### config.mk
export PLATFORM = sky130hd
export DESIGN_NAME = mcu_interrupt_controller
export DESIGN_NICKNAME = d
export VERILOG_FILES = /design/src/logic/irq_ctrl_pkg.sv /design/src/logic/mcu_interrupt_controller.sv
export SDC_FILE = /design/constraint.sdc
export NUM_CORES = 1
export LEC_CHECK = 0
export ABC_AREA = 1
export CAP_MARGIN = 20
export CORE_MARGIN = 2
export CORE_UTILIZATION = 35
export CTS_BUF_LIST = sky130_fd_sc_hd__clkbuf_8
export DETAILED_ROUTE_END_ITERATION = 7
export DONT_BUFFER_PORTS = 1
export GPL_ROUTABILITY_DRIVEN = 0
export HOLD_SLACK_MARGIN = 0.15
export RECOVER_POWER = 25
export SLEW_MARGIN = 40
export SYNTH_ARGS = -nofsm -noshare
export SYNTH_HDL_FRONTEND = slang
export SYNTH_SLANG_ARGS = --single-unit
### constraint.sdc
create_clock -name sys_clk -period 1.03 [get_ports sys_clk]
set_input_delay 0.206 -clock sys_clk [delete_from_list [all_inputs] [get_ports sys_clk]]
set_output_delay 0.206 -clock sys_clk [all_outputs]
set_load 0.01 [all_outputs]
### src/logic/irq_ctrl_pkg.sv
// Shared constants for the interrupt controller
package irq_ctrl_pkg;

    // ========================================================
    // Register indices in special data memory space
    localparam logic [1:0] ADDR_EDGE = 2'h0;
    localparam logic [1:0] ADDR_PRIA = 2'h1;
    localparam logic [1:0] ADDR_PRIB = 2'h2;
    localparam logic [1:0] ADDR_MFC  = 2'h3;

    // ========================================================
    // Primary control A bit positions
    localparam int GIE_BIT  = 0;
    localparam int EXTE_BIT = 1;
    localparam int TBAE_BIT = 2;
    localparam int TBBE_BIT = 3;
    localparam int EXTF_BIT = 4;
    localparam int TBAF_BIT = 5;
    localparam int TBBF_BIT = 6;

    // Primary control B bit positions
    localparam int GRPE_BIT = 0;
    localparam int EEPE_BIT = 1;
    localparam int ADCE_BIT = 2;
    localparam int GRPF_BIT = 4;
    localparam int EEPF_BIT = 5;
    localparam int ADCF_BIT = 6;

    // Multi-function control bit positions
    localparam int CMPE_BIT = 0;
    localparam int CMAE_BIT = 1;
    localparam int CMPF_BIT = 4;
    localparam int CMAF_BIT = 5;

    // ========================================================
    // Writable masks, reset value, edge field encodings
    localparam logic [7:0] EDGE_MASK = 8'h03;
    localparam logic [7:0] PRIA_MASK = 8'h7F;
    localparam logic [7:0] PRIB_MASK = 8'h77;
    localparam logic [7:0] MFC_MASK  = 8'h33;
    localparam logic [7:0] REG_RESET = 8'h00;
    localparam logic [1:0] EDGE_OFF  = 2'h0;
    localparam logic [1:0] EDGE_RISE = 2'h1;
    localparam logic [1:0] EDGE_FALL = 2'h2;
    localparam logic [1:0] EDGE_BOTH = 2'h3;

    // Vector indices, in priority order
    localparam int VEC_EXT = 0;
    localparam int VEC_TBA = 1;
    localparam int VEC_TBB = 2;
    localparam int VEC_GRP = 3;
    localparam int VEC_EEP = 4;
    localparam int VEC_ADC = 5;
    localparam int NUM_VEC = 6;

endpackage : irq_ctrl_pkg

### src/logic/mcu_interrupt_controller.sv
// Interrupt controller: flags, enables, edge select and vectoring
`timescale 1ns/1ps
`default_nettype none

// Functional notes
// - External pin edge raises external request flag
// - Accept timer, time base, EEPROM, converter requests
// - Vector request suspends program for servicing
// - Every source has flag and enable bit
// - Enables end in enable, flags in flag
// - Two primary registers plus multi-function register
// - Comparator matches feed one shared group request
// - Edge field: off, rising, falling, both
// - Unimplemented bits read as zero
// - Time base B flag at primary A bit 6
// - Time base A flag at primary A bit 5
// - Time base A enable at primary A bit 2
// - External pin enable at primary A bit 1
// - Registers live in special data memory
// - Flags set regardless; vector needs both enables
// - Service entry clears global enable
// - Flags still latch while servicing blocked

module mcu_interrupt_controller
    import irq_ctrl_pkg::*;
(
    // Clock and reset
    input  wire logic               sys_clk,
    input  wire logic               nrst,
    // Special data memory access
    input  wire logic [1:0]         reg_addr,
    input  wire logic               reg_wr,
    input  wire logic               reg_rd,
    input  wire logic [7:0]         reg_wdata,
    output var  logic [7:0]         reg_rdata,
    // Event sources, one-cycle pulses except the pin
    input  wire logic               ext_pin,
    input  wire logic               timebase_a_evt,
    input  wire logic               timebase_b_evt,
    input  wire logic               eeprom_evt,
    input  wire logic               converter_evt,
    input  wire logic               cmp_a_match_evt,
    input  wire logic               cmp_p_match_evt,
    // CPU core
    input  wire logic               irq_ack,
    output var  logic               irq_req,
    output var  logic [2:0]         irq_vector
);

    // ========================================================
    // Register storage
    logic [7:0] external_edge_select;
    logic [7:0] primary_irq_control_a;
    logic [7:0] primary_irq_control_b;
    logic [7:0] multi_function_irq_control;

    logic       pin_meta;
    logic       pin_sync;
    logic       pin_prev;

    // ========================================================
    // Decode
    wire logic wr_edge = reg_wr && (reg_addr == ADDR_EDGE);
    wire logic wr_pria = reg_wr && (reg_addr == ADDR_PRIA);
    wire logic wr_prib = reg_wr && (reg_addr == ADDR_PRIB);
    wire logic wr_mfc  = reg_wr && (reg_addr == ADDR_MFC);

    wire logic [1:0] ext_edge_select_field = external_edge_select[1:0];
    wire logic rise_seen = pin_sync && !pin_prev;
    wire logic fall_seen = !pin_sync && pin_prev;
    wire logic ext_evt =
        ((ext_edge_select_field == EDGE_RISE) && rise_seen) ||
        ((ext_edge_select_field == EDGE_FALL) && fall_seen) ||
        ((ext_edge_select_field == EDGE_BOTH)
            && (rise_seen || fall_seen));

    wire logic global_irq_enable     = primary_irq_control_a[GIE_BIT];
    wire logic ext_pin_irq_enable    = primary_irq_control_a[EXTE_BIT];
    wire logic timebase_a_irq_enable = primary_irq_control_a[TBAE_BIT];
    wire logic timebase_b_irq_enable = primary_irq_control_a[TBBE_BIT];
    wire logic ext_pin_irq_flag      = primary_irq_control_a[EXTF_BIT];
    wire logic timebase_a_irq_flag   = primary_irq_control_a[TBAF_BIT];
    wire logic timebase_b_irq_flag   = primary_irq_control_a[TBBF_BIT];
    wire logic shared_group_irq_enable = primary_irq_control_b[GRPE_BIT];
    wire logic eeprom_irq_enable     = primary_irq_control_b[EEPE_BIT];
    wire logic converter_irq_enable  = primary_irq_control_b[ADCE_BIT];
    wire logic shared_group_irq_flag = primary_irq_control_b[GRPF_BIT];
    wire logic eeprom_irq_flag       = primary_irq_control_b[EEPF_BIT];
    wire logic converter_irq_flag    = primary_irq_control_b[ADCF_BIT];
    wire logic cmp_p_match_irq_enable =
        multi_function_irq_control[CMPE_BIT];
    wire logic cmp_a_match_irq_enable =
        multi_function_irq_control[CMAE_BIT];
    wire logic cmp_p_match_irq_flag = multi_function_irq_control[CMPF_BIT];
    wire logic cmp_a_match_irq_flag = multi_function_irq_control[CMAF_BIT];

    // Group request is level-like: set while any enabled member pends
    wire logic group_evt =
        (cmp_a_match_irq_flag && cmp_a_match_irq_enable) ||
        (cmp_p_match_irq_flag && cmp_p_match_irq_enable);

    // ========================================================
    // Pending-and-enabled sources, lowest index wins
    wire logic [NUM_VEC-1:0] active = {
        converter_irq_flag    && converter_irq_enable,
        eeprom_irq_flag       && eeprom_irq_enable,
        shared_group_irq_flag && shared_group_irq_enable,
        timebase_b_irq_flag   && timebase_b_irq_enable,
        timebase_a_irq_flag   && timebase_a_irq_enable,
        ext_pin_irq_flag      && ext_pin_irq_enable
    };

    logic [2:0] next_vector;
    always_comb begin
        next_vector = 3'h0;
        for (int i = NUM_VEC - 1; i >= 0; i--) begin
            if (active[i]) begin
                next_vector = 3'(i);
            end
        end
    end

    wire logic next_req = global_irq_enable && (|active)
        && !irq_ack;

    // Acknowledged source is cleared in hardware, except the shared
    // group whose members are cleared by software
    wire logic [NUM_VEC-1:0] ack_clr;
    genvar g;
    generate
        for (g = 0; g < NUM_VEC; g++) begin : g_ack
            assign ack_clr[g] = irq_ack && irq_req
                && (irq_vector == 3'(g)) && (g != VEC_GRP);
        end
    endgenerate

    // ========================================================
    // Next register values; an event wins over any clear
    logic [7:0] next_pria;
    logic [7:0] next_prib;
    logic [7:0] next_mfc;

    always_comb begin
        next_pria = wr_pria ? (reg_wdata & PRIA_MASK)
                            : primary_irq_control_a;
        if (irq_ack) begin
            next_pria[GIE_BIT] = 1'b0;
        end
        if (ack_clr[VEC_EXT]) next_pria[EXTF_BIT] = 1'b0;
        if (ack_clr[VEC_TBA]) next_pria[TBAF_BIT] = 1'b0;
        if (ack_clr[VEC_TBB]) next_pria[TBBF_BIT] = 1'b0;
        if (ext_evt)        next_pria[EXTF_BIT] = 1'b1;
        if (timebase_a_evt) next_pria[TBAF_BIT] = 1'b1;
        if (timebase_b_evt) next_pria[TBBF_BIT] = 1'b1;

        next_prib = wr_prib ? (reg_wdata & PRIB_MASK)
                            : primary_irq_control_b;
        if (ack_clr[VEC_EEP]) next_prib[EEPF_BIT] = 1'b0;
        if (ack_clr[VEC_ADC]) next_prib[ADCF_BIT] = 1'b0;
        if (eeprom_evt)    next_prib[EEPF_BIT] = 1'b1;
        if (converter_evt) next_prib[ADCF_BIT] = 1'b1;
        if (group_evt)     next_prib[GRPF_BIT] = 1'b1;

        next_mfc = wr_mfc ? (reg_wdata & MFC_MASK)
                          : multi_function_irq_control;
        if (cmp_a_match_evt) next_mfc[CMAF_BIT] = 1'b1;
        if (cmp_p_match_evt) next_mfc[CMPF_BIT] = 1'b1;
    end

    // Unmasked bits are never stored, so they read back as zero
    wire logic [7:0] next_rdata =
        (reg_addr == ADDR_EDGE) ? external_edge_select :
        (reg_addr == ADDR_PRIA) ? primary_irq_control_a :
        (reg_addr == ADDR_PRIB) ? primary_irq_control_b :
                                  multi_function_irq_control;

    // ========================================================
    // Pin synchroniser and edge history
    always_ff @(posedge sys_clk) begin
        if (!nrst) begin
            pin_meta <= 1'b0;
            pin_sync <= 1'b0;
            pin_prev <= 1'b0;
        end else begin
            pin_meta <= ext_pin;
            pin_sync <= pin_meta;
            pin_prev <= pin_sync;
        end
    end

    // ========================================================
    // Registers
    always_ff @(posedge sys_clk) begin
        if (!nrst) begin
            external_edge_select       <= REG_RESET;
            primary_irq_control_a      <= REG_RESET;
            primary_irq_control_b      <= REG_RESET;
            multi_function_irq_control <= REG_RESET;
        end else begin
            if (wr_edge) begin
                external_edge_select <= reg_wdata & EDGE_MASK;
            end
            primary_irq_control_a      <= next_pria;
            primary_irq_control_b      <= next_prib;
            multi_function_irq_control <= next_mfc;
        end
    end

    // ========================================================
    // Outputs
    always_ff @(posedge sys_clk) begin
        if (!nrst) begin
            reg_rdata  <= REG_RESET;
            irq_req    <= 1'b0;
            irq_vector <= 3'h0;
        end else begin
            reg_rdata  <= reg_rd ? next_rdata : REG_RESET;
            irq_req    <= next_req;
            irq_vector <= next_vector;
        end
    end

endmodule : mcu_interrupt_controller

`default_nettype wire

==> impl_results.md <==
- Status: complete, no violations
- Number of core rows: 23
- Fin. Hold Viols: 0
- Final min period: 1000 ps
- Worst EP arrival: 1170 ps
- Total GRT Usage: 15.7%
- Wire per inst: 12.5 um
- DR iter-0 viols: around 110
- Worst-path clk slew: 60 ps
- Post-route setup TNS: 0 ps
- Postcts setup bufs: 0
- Count of pins over their slew limit: 0
- Root buf cell: clkbuf_8
- Via count: about 1400
- CP top delay family: buffers and inverters
- Gr ovfl total: 0
- Final Util: 44.9%
- Crit start category: input pin
- Final #Nets: around 260
- Top FF cell, synth: dfxtp_1
- Syn Nets: roughly 240
- #FFs+latches synth: 33
- Detailed-router iteration count before antenna repair: 4
- R2R Setup Slk: 50 ps
- Worst vdd ir: 0.606 mV
- Max stage delay on crit path: 640 ps
- Fill cells: around 420
- Leak: 0.809 nW
- Final ANT Viol Nets: 0
- Post-synth EDFFs: 0
- Initial Util: between 30% and 40%
- # DRC: 0
- Max-cap viol count: 0
- First-pass GRT wire length: between 5 and 6 mm
- Warnings, synthesis: 0
- Endpoints failing setup: 0
- Routed WL: ~3.6 mm
- Fmax: 1000 MHz
- DP HPWL: 2.64 mm
- Worst hold margin: 17.3 ps
- Synth async-reset ratio: 0%
- Fraction of layout cells with a size suffix above 1: 8.79%
- CTS tree: yes
- Die area: 4760 um2
- Die Y-Extent: between 60 and 70 um
- Ant. Diodes: 0
- Pin count of the biggest net entering global routing: 19
- Largest cells by area after synthesis: dfxtp_1 (45%), nand2_1 (14%), inv_1 (9.4%)
- DIE WIDTH: 69.0 um
- TritonCTS buffer count: 5
- Post-Syn Area per Cell: 6.78 um2
- Worst min path class: input pin to flop
- Vias per Instance: 4.82
- Io pins: 34
- Core Region: 4030 um2
- # port buffers: 0
- Max Clock Skew: approximately 2.0 ps
- Crit path cell chain: dlygate4sd3_1 -> nand2_1 -> o21ai_0 -> a21oi_1
- Synth top area share: between 40% and 50%
- Vias in the first global route: 1292
- Setup Crit Path Kind: input pin to flop
- CP required: 1200 ps
- Synth cell types: 20
- Final period util: 97.1%
- Most common cell in the netlist: nand2_1
- Sequential area share after synthesis: 44.7%
- Setup repair after global routing missed its margin: true
- Synth cell count leaders: nand2_1 (54), inv_1 (37), dfxtp_1 (33), a21oi_1 (21), nand3_1 (21)
- Crit end category: flop
- CTS sink cnt: 33
- Area Growth Syn to Fin: 22.3%
- CP bufs+invs: 1
- H-tree levels: 2
- Skew-Pair Late Insertion Delay: 280 ps
- Worst-path maximum fanout: 9
- Initial antenna violation count: 0
- Power per Cell Area: 1440 nW/um2
- Gate Count Post-Synth: 218
- CP max stage cell: dlygate4sd3_1
- Dominant cell type by area after synthesis: dfxtp_1
- Max Buffers Root-to-Sink: 2
- Syn Std Cell Area: 1480 um2
-- cell type report --
class,count,area (um2),share of cell area (%)
tap,50,62.6,3.46
clock inverter,1,3.75,0.207
inverter,38,143,7.88
multi-input combinational,141,664,36.7
timing repair buffer,20,188,10.4
sequential,33,666,36.8
clock buffer,6,82.6,4.56
-- cell usage in the layout, fill, tap and decap left out, drive strengths merged --
cell type | Yosys | routed
nand3 | 21 | 21
dfxtp | 33 | 33
nand4 | 1 | 1
nor3 | 2 | 2
conb | 1 | 1
ha | 2 | 2
o21ai | 17 | 17
nor2 | 18 | 18
buf | 4 | 5
dlygate4sd3 | 0 | 15
a21oi | 21 | 21
o211ai | 1 | 1
inv | 38 | 39
or2 | 1 | 1
a31oi | 2 | 2
nand2 | 54 | 54
clkbuf | 2 | 6
-- registers in the layout (all words and copies together), names as in the netlist --
signal	flops
primary_irq_control_a	7
reg_rdata	7
primary_irq_control_b	6
multi_function_irq_control	4
irq_vector	3
external_edge_select	2
irq_req	1
pin_meta	1
pin_prev	1
pin_sync	1
-- cells by family (layout without fill, tap and decap cells) --
kind of cell	after synthesis	in the layout	synth area share, %
buf+inv	44	65	12.1
compound gates	41	41	14.2
flops	33	33	44.7
other cells	1	1	0.254
simple gates	97	97	27.1
fa+ha+maj	2	2	1.69
-- final timing paths --
kind / endpoint / startpoint / cells past startpoint
setup / recovery: external_edge_select[0] / reg_wr / 4
hold / removal: pin_sync / nrst / 2
setup reg to reg: primary_irq_control_a[4] / pin_sync / 5
hold reg to reg: pin_sync / pin_meta / 2
-- through the flow --
step / instance area [um2] / std cells / power [mW] / worst slack, ps
6_report: 1810 / 289 / 2.61 / 30.1
5_1_grt: 1810 / 289 / 2.74 / -23.7
4_1_cts: 1780 / 289 / 2.63 / 1.03
3_5_place_dp: 1540 / 267 / 1.62 / 17.5
3_3_place_gp: 1540 / 267 / 1.62 / 15.0
2_1_floorplan: 1480 / 218 / 1.59 / 30.5
-- power by group --
group          leakage, nW  total (mW)  switching [mW]  internal (mW)
logic                0.488       0.277           0.154          0.123
clock network       0.0485       0.951           0.431          0.519
registers            0.272        1.38          0.0411           1.34
total                0.809        2.61           0.627           1.98
-- routing by layer --
| layer | up-vias | routed length [um] | GRT usage [%] |
|---|---|---|---|
| met5 | - | 0 | 0 |
| met3 | 9 | 242 | 6.14 |
| met4 | 0 | 102 | 8.06 |
| met1 | 621 | 1730 | 19.8 |
| li1 | 723 | - | - |
| met2 | 40 | 1540 | 23.1 |
-- timing repair --
action | CTS | global route
gates resized for setup | 0 | 8
hold buffers | 15 | 1
endpoints found under the hold margin | 29 | 18
endpoints found under the setup margin | 0 | 4
Power figures use the tool's default switching activity.
